File: config.mk
export PLATFORM = sky130hd
export DESIGN_NAME = pcd_regs
export DESIGN_NICKNAME = d
export VERILOG_FILES = /design/src/pcd_pkg.sv /design/src/pcd_diag_ctl.sv /design/src/pcd_regs.sv
export SDC_FILE = /design/constraint.sdc
export NUM_CORES = 1
export LEC_CHECK = 0
export BUFFER_PORTS_ARGS = -buffer_cell sky130_fd_sc_hd__buf_2
export CORE_UTILIZATION = 39
export DETAILED_ROUTE_END_ITERATION = 10
export PLACE_DENSITY = 0.65
export SETUP_SLACK_MARGIN = 0.2
export SLEW_MARGIN = 30
export SYNTH_ARGS = -nofsm -noshare
export SYNTH_HDL_FRONTEND = slang
export SYNTH_SLANG_ARGS = --single-unit
export TNS_END_PERCENT = 10
File: constraint.sdc
create_clock -name clk -period 2.2 [get_ports clk]
set_clock_uncertainty 0.1 [all_clocks]
set_input_delay 0.44 -clock clk [delete_from_list [all_inputs] [get_ports clk]]
set_output_delay 0.44 -clock clk [all_outputs]
set_load 0.1 [all_outputs]
File: src/pcd_pkg.sv
package pcd_pkg;

   // register indices; byte address is four times the index
   localparam logic [10:0] IDX_DIAG = 11'h4F0;
   localparam logic [10:0] IDX_SPEC = 11'h4F2;
   localparam logic [10:0] IDX_RSV_LO = 11'h4F8;
   localparam logic [10:0] IDX_RSV_HI = 11'h4FA;
   localparam logic [10:0] IDX_ALIAS = 11'h510;
   localparam logic [10:0] IDX_IRQ_STAT = 11'h600;
   localparam logic [10:0] IDX_IRQ_MASK = 11'h602;

   // cable_diag_ctrl_status fields
   localparam int DIAG_START_BIT = 15;
   localparam int DIAG_RES_LSB = 13;
   localparam int DIAG_SHORT_BIT = 12;
   localparam int DIAG_CNT_LSB = 0;

   // phy_special_ctrl_status fields
   localparam int SPEC_POL_BIT = 5;
   localparam int SPEC_XOVER_BIT = 4;
   localparam int SPEC_FLINK_BIT = 3;
   localparam int SPEC_PSAVE_BIT = 2;
   localparam int SPEC_RLB_BIT = 1;

   // port_special_diag_alias fields
   localparam int ALIAS_SHORT_BIT = 15;
   localparam int ALIAS_RES_LSB = 13;
   localparam int ALIAS_START_BIT = 12;
   localparam int ALIAS_FLINK_BIT = 11;
   localparam int ALIAS_PSAVE_BIT = 10;
   localparam int ALIAS_RLB_BIT = 9;
   localparam int ALIAS_CNT_LSB = 0;

   // interrupt status and mask layout
   localparam int IRQ_DONE_BIT = 0;
   localparam int IRQ_POL_BIT = 1;
   localparam int IRQ_XOVER_BIT = 2;
   localparam int IRQ_W = 3;

   localparam int CNT_W = 9;

   // outcome codes
   localparam logic [1:0] RES_NORMAL = 2'h0;
   localparam logic [1:0] RES_OPEN = 2'h1;
   localparam logic [1:0] RES_SHORT = 2'h2;
   localparam logic [1:0] RES_FAILED = 2'h3;

   // reset values
   localparam logic RST_FLINK = 1'h0;
   localparam logic RST_PSAVE_DIS = 1'h1;
   localparam logic RST_RLB = 1'h0;
   localparam logic [1:0] RST_RES = 2'h0;
   localparam logic RST_SHORT = 1'h0;
   localparam logic [CNT_W-1:0] RST_CNT = 9'h000;
   localparam logic [IRQ_W-1:0] RST_IRQ = 3'h0;

   // timing
   localparam int CLK_MHZ = 50;
   localparam int DIAG_TIMEOUT_US = 1000;
   localparam int DIAG_TIMEOUT_CYC = DIAG_TIMEOUT_US * CLK_MHZ;

endpackage

File: src/pcd_diag_ctl.sv
`timescale 1ns/1ps
`default_nettype none
module pcd_diag_ctl
   import pcd_pkg::*;
#(
   parameter int TIMEOUT_CYC = DIAG_TIMEOUT_CYC
) (
   input wire logic clk,
   input wire logic rst_n,
   input wire logic start_req,
   input wire logic engine_done,
   input wire logic engine_valid,
   input wire logic [1:0] engine_result,
   input wire logic engine_short,
   input wire logic [CNT_W-1:0] engine_count,
   output logic busy,
   output logic engine_start,
   output logic done_evt,
   output logic [1:0] result,
   output logic near_short,
   output logic [CNT_W-1:0] fault_count
);

   // the watchdog counter needs at least one cycle to count down from
   if (TIMEOUT_CYC < 1) begin : g_bad_timeout
      $error("TIMEOUT_CYC must be at least one");
   end

   logic [31:0] wait_reg;
   logic finish;

   // a silent engine must not leave the start bit stuck at one
   assign finish = busy && (engine_done || (wait_reg == 32'h0000_0001));

   always_ff @(posedge clk) begin
      if (!rst_n) begin
         busy <= 1'b0;
         engine_start <= 1'b0;
         wait_reg <= 32'h0000_0000;
      end else begin
         engine_start <= 1'b0;
         if (!busy && start_req) begin
            busy <= 1'b1;
            engine_start <= 1'b1;
            wait_reg <= 32'(TIMEOUT_CYC);
         end else if (finish) begin
            busy <= 1'b0;
            wait_reg <= 32'h0000_0000;
         end else if (busy) begin
            wait_reg <= wait_reg - 32'h0000_0001;
         end
      end
   end

   always_ff @(posedge clk) begin
      if (!rst_n) begin
         done_evt <= 1'b0;
      end else begin
         done_evt <= finish;
      end
   end

   // results only move when a test ends; held until the next one ends
   always_ff @(posedge clk) begin
      if (!rst_n) begin
         result <= RST_RES;
         near_short <= RST_SHORT;
         fault_count <= RST_CNT;
      end else if (finish) begin
         if (engine_done && engine_valid) begin
            result <= engine_result;
            near_short <= engine_short && (engine_result == RES_SHORT);
            fault_count <= engine_count;
         end else begin
            result <= RES_FAILED;
            near_short <= 1'b0;
            fault_count <= RST_CNT;
         end
      end
   end

endmodule
`default_nettype wire

File: src/pcd_regs.sv
`timescale 1ns/1ps
`default_nettype none
// What this block does
// - a one written to the start bit launches a cable test and the bit reads one until the test ends.
// - the start bit reads zero once the test is done, and only then are the results to be trusted.
// - the two-bit outcome reads 00 normal, 01 open, 10 short.
// - an outcome of 11 means the test itself could not measure.
// - the near-short flag is set when the short lies within ten metres.
// - the nine-bit fault distance count, about 0.4 m per unit, resets to zero.
// - bit 5 shows receive polarity reversal and bit 4 the crossover state.
// - bit 3 forces link pass and bit 2, resetting to one, disables power saving.
// - bit 1 loops the receive line back onto the transmit line.
// - the second register mirrors the same fields at its own bit positions, all but the polarity and crossover bits.
// - the reserved range reads zero and ignores writes.
module pcd_regs
   import pcd_pkg::*;
#(
   parameter int TIMEOUT_CYC = DIAG_TIMEOUT_CYC
) (
   input wire logic clk,
   input wire logic rst_n,
   input wire logic [12:0] avs_address,
   input wire logic avs_read,
   input wire logic avs_write,
   input wire logic [31:0] avs_writedata,
   input wire logic [3:0] avs_byteenable,
   output logic [31:0] avs_readdata,
   output logic avs_waitrequest,
   output logic irq,
   output logic diag_engine_start,
   input wire logic diag_engine_done,
   input wire logic diag_engine_valid,
   input wire logic [1:0] diag_engine_result,
   input wire logic diag_engine_short,
   input wire logic [CNT_W-1:0] diag_engine_count,
   input wire logic polarity_rev_in,
   input wire logic crossover_state_in,
   output logic force_link,
   output logic power_save_dis,
   output logic remote_loopback
);

   // the watchdog counter needs at least one cycle to count down from
   if (TIMEOUT_CYC < 1) begin : g_bad_timeout
      $error("TIMEOUT_CYC must be at least one");
   end

   // the count shares the mirror word with the controls from bit 9 up
   if (CNT_W > ALIAS_RLB_BIT) begin : g_bad_cnt_w
      $error("CNT_W overlaps the mirrored control bits");
   end

   // status and mask read back in the low bits of one word
   if (IRQ_W > 16 || IRQ_XOVER_BIT >= IRQ_W) begin : g_bad_irq_w
      $error("interrupt layout does not fit its register");
   end

   logic [10:0] idx;
   logic acc_live;
   logic wr_now;
   logic lo_en;
   logic hi_en;
   logic [15:0] wd;
   logic diag_busy;
   logic done_evt;
   logic [1:0] diag_result;
   logic diag_short;
   logic [CNT_W-1:0] diag_count;
   logic start_req;
   logic [1:0] line_sync1_reg;
   logic [1:0] line_sync2_reg;
   logic [1:0] line_prev_reg;
   logic [1:0] line_chg;
   logic [IRQ_W-1:0] irq_stat_reg;
   logic [IRQ_W-1:0] irq_mask_reg;
   logic [IRQ_W-1:0] irq_evt;
   logic [IRQ_W-1:0] irq_clr;
   logic [IRQ_W-1:0] irq_stat_next;
   logic [15:0] rd_next;
   logic [15:0] diag_word;
   logic [15:0] spec_word;
   logic [15:0] alias_word;
   logic sel_diag;
   logic sel_spec;
   logic sel_alias;
   logic sel_stat;
   logic sel_mask;
   logic diag_wr;
   logic spec_wr;
   logic alias_wr;
   logic stat_wr;
   logic mask_wr;

   assign idx = avs_address[12:2];
   assign acc_live = avs_read || avs_write;
   assign lo_en = avs_byteenable[0];
   assign hi_en = avs_byteenable[1];
   assign wd = avs_writedata[15:0];
   // writes land on the edge where the master sees waitrequest low
   assign wr_now = avs_write && !avs_waitrequest;

   // one decoder serves every write strobe, each gated by the lane its bits live in
   assign sel_diag = (idx == IDX_DIAG);
   assign sel_spec = (idx == IDX_SPEC);
   assign sel_alias = (idx == IDX_ALIAS);
   assign sel_stat = (idx == IDX_IRQ_STAT);
   assign sel_mask = (idx == IDX_IRQ_MASK);
   assign diag_wr = wr_now && sel_diag && hi_en;
   assign spec_wr = wr_now && sel_spec && lo_en;
   assign alias_wr = wr_now && sel_alias && hi_en;
   assign stat_wr = wr_now && sel_stat && lo_en;
   assign mask_wr = wr_now && sel_mask && lo_en;

   // one wait state, then a single cycle with waitrequest low
   always_ff @(posedge clk) begin
      if (!rst_n) begin
         avs_waitrequest <= 1'b1;
      end else if (avs_waitrequest && acc_live) begin
         avs_waitrequest <= 1'b0;
      end else begin
         avs_waitrequest <= 1'b1;
      end
   end

   // line status comes from the analog side, so it is resynchronised first
   always_ff @(posedge clk) begin
      if (!rst_n) begin
         line_sync1_reg <= 2'h0;
         line_sync2_reg <= 2'h0;
      end else begin
         line_sync1_reg <= {crossover_state_in, polarity_rev_in};
         line_sync2_reg <= line_sync1_reg;
      end
   end

   // history for the change detector; it resets to the idle level so reset makes no false edge
   always_ff @(posedge clk) begin
      if (!rst_n) begin
         line_prev_reg <= 2'h0;
      end else begin
         line_prev_reg <= line_sync2_reg;
      end
   end

   assign line_chg = line_sync2_reg ^ line_prev_reg;

   // start is accepted from either alias; a write of zero never aborts a test
   always_comb begin
      start_req = 1'b0;
      if (diag_wr) begin
         start_req = wd[DIAG_START_BIT];
      end else if (alias_wr) begin
         start_req = wd[ALIAS_START_BIT];
      end
   end

   pcd_diag_ctl #(
      .TIMEOUT_CYC(TIMEOUT_CYC)
   ) u_diag (
      .clk(clk),
      .rst_n(rst_n),
      .start_req(start_req),
      .engine_done(diag_engine_done),
      .engine_valid(diag_engine_valid),
      .engine_result(diag_engine_result),
      .engine_short(diag_engine_short),
      .engine_count(diag_engine_count),
      .busy(diag_busy),
      .engine_start(diag_engine_start),
      .done_evt(done_evt),
      .result(diag_result),
      .near_short(diag_short),
      .fault_count(diag_count)
   );

   // both addresses steer the same three control flops, so they cannot disagree
   always_ff @(posedge clk) begin
      if (!rst_n) begin
         force_link <= RST_FLINK;
         power_save_dis <= RST_PSAVE_DIS;
         remote_loopback <= RST_RLB;
      end else if (spec_wr) begin
         force_link <= wd[SPEC_FLINK_BIT];
         power_save_dis <= wd[SPEC_PSAVE_BIT];
         remote_loopback <= wd[SPEC_RLB_BIT];
      end else if (alias_wr) begin
         force_link <= wd[ALIAS_FLINK_BIT];
         power_save_dis <= wd[ALIAS_PSAVE_BIT];
         remote_loopback <= wd[ALIAS_RLB_BIT];
      end
   end

   // each line bit raises its own event when its synchronised level moves
   always_comb begin
      irq_evt = '0;
      irq_evt[IRQ_DONE_BIT] = done_evt;
      irq_evt[IRQ_POL_BIT] = line_chg[0];
      irq_evt[IRQ_XOVER_BIT] = line_chg[1];
   end

   always_comb begin
      irq_clr = '0;
      if (stat_wr) begin
         irq_clr = wd[IRQ_W-1:0];
      end
      // a new event in the clearing cycle survives
      irq_stat_next = (irq_stat_reg & ~irq_clr) | irq_evt;
   end

   always_ff @(posedge clk) begin
      if (!rst_n) begin
         irq_stat_reg <= RST_IRQ;
      end else begin
         irq_stat_reg <= irq_stat_next;
      end
   end

   // mask resets to zero so nothing interrupts before software opts in
   always_ff @(posedge clk) begin
      if (!rst_n) begin
         irq_mask_reg <= RST_IRQ;
      end else if (mask_wr) begin
         irq_mask_reg <= wd[IRQ_W-1:0];
      end
   end

   // looking at the next status lets irq follow a set or clear on the same edge as the status
   always_ff @(posedge clk) begin
      if (!rst_n) begin
         irq <= 1'b0;
      end else begin
         irq <= |(irq_stat_next & irq_mask_reg);
      end
   end

   always_comb begin
      diag_word = 16'h0000;
      diag_word[DIAG_START_BIT] = diag_busy;
      diag_word[DIAG_RES_LSB +: 2] = diag_result;
      diag_word[DIAG_SHORT_BIT] = diag_short;
      diag_word[DIAG_CNT_LSB +: CNT_W] = diag_count;
   end

   always_comb begin
      spec_word = 16'h0000;
      spec_word[SPEC_POL_BIT] = line_sync2_reg[0];
      spec_word[SPEC_XOVER_BIT] = line_sync2_reg[1];
      spec_word[SPEC_FLINK_BIT] = force_link;
      spec_word[SPEC_PSAVE_BIT] = power_save_dis;
      spec_word[SPEC_RLB_BIT] = remote_loopback;
   end

   always_comb begin
      alias_word = 16'h0000;
      alias_word[ALIAS_SHORT_BIT] = diag_short;
      alias_word[ALIAS_RES_LSB +: 2] = diag_result;
      alias_word[ALIAS_START_BIT] = diag_busy;
      alias_word[ALIAS_FLINK_BIT] = force_link;
      alias_word[ALIAS_PSAVE_BIT] = power_save_dis;
      alias_word[ALIAS_RLB_BIT] = remote_loopback;
      alias_word[ALIAS_CNT_LSB +: CNT_W] = diag_count;
   end

   always_comb begin
      rd_next = 16'h0000;
      case (idx)
         IDX_DIAG: begin
            rd_next = diag_word;
         end
         IDX_SPEC: begin
            rd_next = spec_word;
         end
         IDX_ALIAS: begin
            rd_next = alias_word;
         end
         IDX_IRQ_STAT: begin
            rd_next[IRQ_W-1:0] = irq_stat_reg;
         end
         IDX_IRQ_MASK: begin
            rd_next[IRQ_W-1:0] = irq_mask_reg;
         end
         IDX_RSV_LO, IDX_RSV_HI: begin
            rd_next = 16'h0000;
         end
         default: begin
            rd_next = 16'h0000;
         end
      endcase
   end

   // data is captured in the wait cycle and stands through the answering edge
   always_ff @(posedge clk) begin
      if (!rst_n) begin
         avs_readdata <= 32'h0000_0000;
      end else if (avs_read && avs_waitrequest) begin
         avs_readdata <= {16'h0000, rd_next};
      end
   end

endmodule
`default_nettype wire

Word level (Yosys, flattened, before mapping):

Cells that the tools add are included.

* register bits after elaboration: 80
* bits of input ports: 69
* logic and storage cells: 81

* reductions and logical operators: 27
* eq/ne operators: 7
* add/subtract/negate cells: 1
* bitwise logic cells: 6
* multiplexer cells: 21

Operators with widths (number)
* 11-bit == test, second input constant: 5
* 16-bit two-way mux: 3
* 13-bit one-hot mux with 3 select lines: 1
* 32-bit by 1-bit == test with 1-bit output, second input constant: 1
* 32-bit by 1-bit subtractor with 32-bit output, second input constant: 1
* 1-bit logical AND: 17
* 1-bit two-way mux: 13
* 3-bit one-hot mux with 4 select lines: 1
* 9-bit two-way mux: 1
* 3-bit bitwise AND: 2
* 3-bit OR reduction: 2
* 2-bit nonzero test: 2
* 3-bit two-way mux: 1
* 3-bit NOT: 1
* 3-bit bitwise OR: 1
* 3-bit nonzero test: 1
* 2-bit == test, second input constant: 1
* 1-bit logical NOT: 2
* 1-bit logical OR: 2
* 2-bit two-way mux: 1
* 2-bit OR reduction: 1
* 2-bit XOR: 1
* 1-bit NOT: 1

Depth between registers and ports, before layout:

Gate-level depths: netlist of run 1.

* word-level depth: 10
* mapped depth: 8
* gate-level depth less buffers: 7

By module:

Synthesis of run 1 repeated with hierarchy kept, for this count alone.

* cell total of the unflattened synthesis: 423
* area, all modules: 3861.2 um^2

By module, submodules not included
* pcd_diag_ctl: times used 1, cells an instance 236, area an instance 2160.8 um^2
* pcd_regs: times used 1, cells an instance 187, area an instance 1700.4 um^2

Worst setup path before layout of run 1:

Ideal clock, no wire load.

* path kind: input -> register
* from: input avs_address[7]
* to: register u_diag.wait_reg[10]
* slack: -51 ps
* library setup time: 117 ps
* buffers on the path: 1
* data arrival time: 2034 ps
* cell stages on the path: 6
* data required time: 1983 ps
* path through: or4b_1 o32ai_1 nand3_1 o21ai_2 buf_2 nor2_1

* cells in the longest elaborated chain, start to end: 7
* elaborated cells on any way between the ends: 10
* classes of those cells: eq/ne: 2; mux: 2; reduce/logical: 6

Ends and longest elaborated chain
* from (decl): RTL line pcd_regs.sv:22 `input wire logic [12:0] avs_address,`
* 11-bit == test: RTL line pcd_regs.sv:105 `assign sel_alias = (idx == IDX_ALIAS);`
* 1-bit logical AND (2 in a row): RTL line pcd_regs.sv:110 `assign alias_wr = wr_now && sel_alias && hi_en;`
* 1-bit two-way mux: RTL line pcd_regs.sv:152 `end else if (alias_wr) begin`
* 1-bit two-way mux (*): RTL line pcd_regs.sv:150 `if (diag_wr) begin`
* 1-bit logical AND (*): RTL line pcd_diag_ctl.sv:42 `if (!busy && start_req) begin`
* 3-bit OR reduction (no source line) (*)
* to (signal assigned): RTL line pcd_diag_ctl.sv:45 `wait_reg <= 32'(TIMEOUT_CYC);`
* to (signal assigned): RTL line pcd_diag_ctl.sv:50 `wait_reg <= wait_reg - 32'h0000_0001;`
* to (decl): RTL line pcd_diag_ctl.sv:29 `logic [31:0] wait_reg;`

Mark *: on every way between the ends. The rest lies on a longest branch, timed or not.
A chain may end at the register's enable or synchronous reset.

Final worst setup path of run 1:

* from: register u_diag.wait_reg[4]
* to: register u_diag.wait_reg[16]

* cells in the longest elaborated chain, start to end: 4
* elaborated cells on any way between the ends: 5
* classes of those cells: add/sub: 1; eq/ne: 1; reduce/logical: 3

Ends and longest elaborated chain
* branches (longest 4 deep; another with 32-bit by 1-bit subtractor with 32-bit output)

Parallel ways; which one is timed is not known.

==> impl_metrics.csv, run 1 <==
group,metric,value,unit
grt,grt_usage,19.3,%
sta,finalCriticalPeriod,2190,ps
worst_setup_path,cp-end-kind,"flop",
routing,wl_met2,4.48,mm
routing,wl,9.02,mm
sta,hold_viol,0,
placement,post-dp-hpwl,6.41,mm
clock_tree,cts_buffers,9,
grt,grt_pass1_wl,14.9,mm
sta,rsz0062_at_grt,"true",
clock_tree,numClockSinks,80,
power,p_per_area,658,mW/mm2
flow_run,maxCapViolations,0,
final_layout,n_antenna_cell,0,
floorplan,die_h,99.0,um
final_layout,area_growth,29.6,%
routing,ant_nets,0,
grt,grt_max_degree,25,
final_layout,layout_common_cells,"78 x dfxtp_1, 63 x buf_2, 51 x nor2_1",
yosys,synth_seq_area_share,43.7,%
sta,finalSetupViolCount,0,
floorplan,dieWidth,99.0,um
final_layout,layout.nets,578,
worst_setup_path,cpMostUsedCell,"or4_4",
floorplan,die_area,0.00980,mm2
clock_tree,clkSlewWorstSetupHoldPaths,90,ps
final_layout,largest_reg_flops,32,
worst_setup_path,path_cells,"or4_4 -> buf_4 -> or4_4 -> nor3_1 -> xnor2_1 -> nor2_1",
yosys,synth_edf_count,0,
yosys,synthDistinctLibCells,54,
routing,wl_met3,455,um
routing,firstDrtPassIters,4,
worst_setup_path,slowest_delay,560,ps
routing,vias,3277,
floorplan,core_area,0.00915,mm2
worst_setup_path,critical_path.top_delay_family,"simple AND/OR/NAND/NOR gates",
placement,gp_congestion,0.766,
yosys,synth_cells,405,
routing,highest_layer,"met4",
clock_tree,clock_tree.root_cell,"clkbuf_8",
floorplan,top_level_ports,107,
sta,setup-tns-final,0,ps
sta,relSlewSlack,59.7,%
power,combPwrFrac,12.0,%
yosys,synth_ff_type,"dfxtp_1",
routing,met1Wirelength,3.94,mm
sta,max_freq,0.457,GHz
yosys,async_flop_share,0,%
power,intPower,2220,uW
yosys,synth.cell_area,0.00367,mm2
routing,drc,0,
run_status,status,"complete, no violations",
clock_tree,clockBufferDepth,2,
worst_setup_path,arrival,2350,ps
grt,grt_remaining_overflow,0,
clock_tree,clk_latency,360,ps
floorplan,initial_utilization,40.1,%
yosys,synth_warnings,0,
grt,antenna_found_initial,0,
power,p_clk_share,40.8,%
routing,vias_per_cell,5.26,
grt,grt_pass1_vias,3160,
final_layout,drive_gt1_share,31.4,%
routing,post_drt_wl_per_cell,14.5,um
routing,drt_iter0_drc,119,
final_layout,mostFrequentLayoutCell,"dfxtp_1",
sta,period_share,99.6,%
power,power.switching,910,uW
worst_setup_path,crit_fanout,5,
floorplan,row_count,35,
power,ir_worst_vdd,0.578,mV
placement,place_ws,-41.7,ps
worst_setup_path,crit_slowest_cell,"or4_4",
power,p_seq_share,47.2,%
sta,worst_slack,9.75,ps
sta,slew_violations,0,
worst_setup_path,critPathRequiredTime,2360,ps
worst_setup_path,worst-path-buf-inv,1,
power,total_power,3130,uW
clock_tree,cts_tree,"yes",
clock_tree,cts_htree_levels,3,
placement,portBuffers,63,
worst_setup_path,critPathLaunchType,"flop",
hold_path,worst_hold_path_type,"in2reg",
worst_setup_path,critical_path_class,"reg2reg",
sta,worstMarginPinSlew,605,ps
yosys,synth.ff_latch_count,80,
power,switching_share,29.1,%
power,p_leak,0.00198,uW
yosys,synth.avg_cell_area,9.05,um2
-- metrics by stage --
| step | instance area (um2) | utilization [%] | hold slack [ps] | std cells |
|---|---|---|---|---|
| finish | 4750 | 51.9 | 176 | 623 |
| global route | 4750 | 51.9 | 163 | 623 |
| CTS | 4720 | 51.6 | 167 | 622 |
| detailed placement | 4400 | 48.0 | 324 | 601 |
| global placement | 4400 | 48.0 | 315 | 601 |
| floorplan | 3830 | - | 312 | 420 |
-- layout make-up --
| class | count | area (um2) |
|---|---|---|
| Tap cell | 111 | 139 |
| Sequential cell | 80 | 1600 |
| Inverter | 6 | 22.5 |
| Multi-Input combinational cell | 302 | 2050 |
| Clock buffer | 9 | 124 |
| Fill cell | 870 | 4400 |
| Clock inverter | 7 | 111 |
| Timing Repair Buffer | 108 | 707 |
-- layer usage --
| layer | vias to the layer above | GRT usage (%) |
|---|---|---|
| met1 | 1544 | 22.9 |
| li1 | 1628 | - |
| met3 | 14 | 5.32 |
| met5 | - | 0 |
| met4 | 0 | 5.86 |
| met2 | 91 | 33.9 |
-- worst paths after layout --
path              slack, ps  cells after the start                from                   to
setup reg to reg         10                      6  u_diag.wait_reg[4]  u_diag.wait_reg[16]
hold reg to reg         340                      1   line_sync1_reg[1]    line_sync2_reg[1]
hold / removal          180                      2  crossover_state_in    line_sync1_reg[1]
setup / recovery         10                      6  u_diag.wait_reg[4]  u_diag.wait_reg[16]
-- worst reg2reg max path: cells and delay by family, from the launching register on --
kind                   cells  cell delay [ps]
XOR/XNOR                   1              140
buffers and inverters      1              160
flip-flops                 1              330
AND/OR/NAND/NOR            4             1370
-- kinds of logic (layout without fill, tap and decap cells) --
| kind of cell | Yosys count | after routing | synth area share (%) |
|---|---|---|---|
| AOI/OAI and AO/OA | 73 | 73 | 13.4 |
| xor gates and xnor gates | 29 | 29 | 6.93 |
| adders and majority gates | 2 | 2 | 0.682 |
| buffers and inverters | 39 | 130 | 6.00 |
| DFF | 80 | 80 | 43.7 |
| muxes | 9 | 9 | 2.56 |
| other | 1 | 16 | 0.102 |
| and+or+nand+nor | 172 | 173 | 26.7 |
-- synth_stat cells, types with 7 or more instances --
master	number	share of area, %
a221oi_1	7	1.7
and2_1	7	1.2
nor3_1	12	1.6
nand3_1	20	2.7
dfxtp_1	80	44
xnor2_1	19	4.5
nor4_2	7	2.4
clkbuf_1	13	1.3
buf_4	17	3.5
xor2_1	10	2.4
a21oi_1	28	3.8
nor2_1	51	5.2
a22o_1	9	2.1
o21ai_0	12	1.6
nand2_1	26	2.7
-- power groups by stage --
stage | Sequential (uW) | Clock (uW) | Combinational [uW]
after CTS | 1480 | 1300 | 376
after global routing | 1480 | 1350 | 397
after floorplan | 1590 | 0 | 217
after global placement | 1510 | 0 | 363
final | 1480 | 1280 | 376
after detailed placement | 1510 | 0 | 367
-- what timing repair did --
item / 4_1_cts / 5_1_grt
pin swaps: 4 / 11
gates cloned: 2 / 0
buffers inserted: 3 / 1
hold buffers: 0 / 0
resized for setup: 8 / 6
endpoints found under the setup margin: 45 / 46
No activity file was read; power rests on OpenSTA's default activity.
==> run 2, diff against run 1 <==
--- a/config.mk
+++ b/config.mk
@@ -6,10 +6,10 @@
 export NUM_CORES = 1
 export LEC_CHECK = 0
 export BUFFER_PORTS_ARGS = -buffer_cell sky130_fd_sc_hd__buf_2
+export CORE_MARGIN = 3
 export CORE_UTILIZATION = 39
 export DETAILED_ROUTE_END_ITERATION = 10
 export PLACE_DENSITY = 0.65
-export SETUP_SLACK_MARGIN = 0.2
 export SLEW_MARGIN = 30
 export SYNTH_ARGS = -nofsm -noshare
 export SYNTH_HDL_FRONTEND = slang
==> impl_metrics.csv, run 2 (same netlist as run 1, synthesis figures left out) <==
group,metric,value,unit
floorplan,top_level_ports,107,
power,ir_worst_vdd,0.324,mV
final_layout,area_growth,27.9,%
final_layout,multiInputGateArea,0.00202,mm2
sta,worstMarginPinSlew,632,ps
sta,relSlewSlack,57.9,%
sta,holdWs,195,ps
clock_tree,numClockSinks,80,
placement,place_area,0.00436,mm2
sta,worst_slack,-14.7,ps
worst_setup_path,critical_path_class,"reg2reg",
grt,grt_remaining_overflow,0,
routing,ant_nets,0,
placement,place_ws,-104,ps
sta,finalCriticalPeriod,2210,ps
routing,firstDrtPassIters,4,
clock_tree,cts_htree_levels,3,
grt,grt_max_degree,25,
final_layout,mostFrequentLayoutCell,"dfxtp_1",
final_layout,final_core_util,52.5,%
worst_setup_path,critPathRequiredTime,2340,ps
final_layout,seqCellArea,0.00160,mm2
clock_tree,cts_tree,"yes",
placement,post-dp-hpwl,6.52,mm
run_status,status,"complete, but fails checks",
floorplan,die_area,0.0106,mm2
routing,vias,3252,
worst_setup_path,critPathLaunchType,"flop",
placement,portBuffers,63,
routing,post_drt_wl_per_cell,14.9,um
clock_tree,cts_buffers,9,
routing,wl,9.23,mm
sta,setup-tns-final,-24.8,ps
sta,slew_violations,0,
placement,gp_congestion,0.808,
grt,grt_pass1_wl,14.8,mm
worst_setup_path,arrival,2360,ps
routing,vias_per_cell,5.25,
worst_setup_path,cpMostUsedCell,"or4_4",
worst_setup_path,crit_slowest_cell,"or4_4",
sta,period_share,101,%
worst_setup_path,path_cells,"or4_4 -> buf_4 -> or4_4 -> nor4_4 -> xnor2_1 -> nor2_2",
flow_run,maxCapViolations,0,
worst_setup_path,cp-end-kind,"flop",
sta,finalSetupViolCount,2,
final_layout,drive_gt1_share,30.7,%
final_layout,largest_reg_flops,32,
floorplan,row_count,34,
final_layout,fillCellCount,843,
power,p_per_area,618,mW/mm2
worst_setup_path,slowest_delay,550,ps
grt,grt_pass1_vias,3111,
routing,drt_iter0_drc,133,
final_layout,fin_area,0.00469,mm2
final_layout,layout.nets,578,
hold_path,worst_hold_path_type,"in2reg",
floorplan,core_area,0.00893,mm2
clock_tree,clkSlewWorstSetupHoldPaths,90,ps
final_layout,layout_common_cells,"80 x dfxtp_1, 63 x buf_2, 51 x nor2_1",
sta,rsz0062_at_grt,"true",
clock_tree,clockBufferDepth,2,
clock_tree,clk_latency,350,ps
floorplan,die_h,103,um
routing,drc,0,
clock_tree,clock_tree.root_cell,"clkbuf_8",
floorplan,dieWidth,103,um
grt,grt_usage,17.7,%
floorplan,initial_utilization,41.1,%
power,p_leak,0.00196,uW
run_status,violations,"setup timing",
grt,antenna_found_initial,0,
worst_setup_path,crit_fanout,5,
sta,hold_viol,0,
sta,max_freq,0.452,GHz
final_layout,n_antenna_cell,0,
==> run 2: cell count changes in the layout (fill, tap and decap cells not counted), sizes merged <==
cell,change
buf,-1
bufinv,-2
clkbuf,+2
clkinvlp,+2
inv,-1
==> run 2: area by class of cell <==
cell class                 instances  area share (%)
inverter                           6           0.480
clock buffer                      10            2.93
tap                              108            2.88
clock inverter                     6            1.07
sequential                        80            34.1
multi-input combinational        302            43.1
timing repair buffer             108            15.4
==> run 2: worst paths after layout <==
| check | from | to | slack, ps | cells after the start |
|---|---|---|---|---|
| max reg2reg | u_diag.wait_reg[4] | u_diag.wait_reg[27] | -10 | 6 |
| min reg2reg | line_sync1_reg[1] | line_sync2_reg[1] | 340 | 1 |
| max | u_diag.wait_reg[4] | u_diag.wait_reg[27] | -10 | 6 |
| min | crossover_state_in | line_sync1_reg[1] | 200 | 2 |
==> run 2: repair_timing <==
item,4_1_cts,5_1_grt
gates resized for setup,0,13
hold buffers,0,0
setup endpoints to repair,0,45
buffers inserted,0,2
==> run 2: per-layer routing <==
layer | track usage (%) | up-vias | wire [um]
met5 | 0 | - | 0
met4 | 4.18 | 0 | 106
met3 | 4.94 | 11 | 486
met2 | 29.2 | 80 | 4460
met1 | 23.0 | 1528 | 4180
li1 | - | 1633 | -
==> run 2: power by group <==
| part | switching (uW) | internal [uW] | total [uW] |
|---|---|---|---|
| Sequential | 12.3 | 1460 | 1480 |
| Combinational | 294 | 90.1 | 384 |
| Clock | 585 | 455 | 1040 |
| Total | 892 | 2010 | 2900 |
==> run 2: stage by stage <==
stage	cells	total power (uW)
6_report	620	2900
5_1_grt	620	3020
4_1_cts	614	2910
3_5_place_dp	598	1880
3_3_place_gp	598	1880
2_1_floorplan	420	1800
==> run 2: worst max-delay path: cells and delay by family, from the launching register on <==
kind	cells	cell delay [ps]
AND/OR/NAND/NOR	4	1390
flip-flops	1	320
buffers and inverters	1	160
XOR/XNOR	1	160
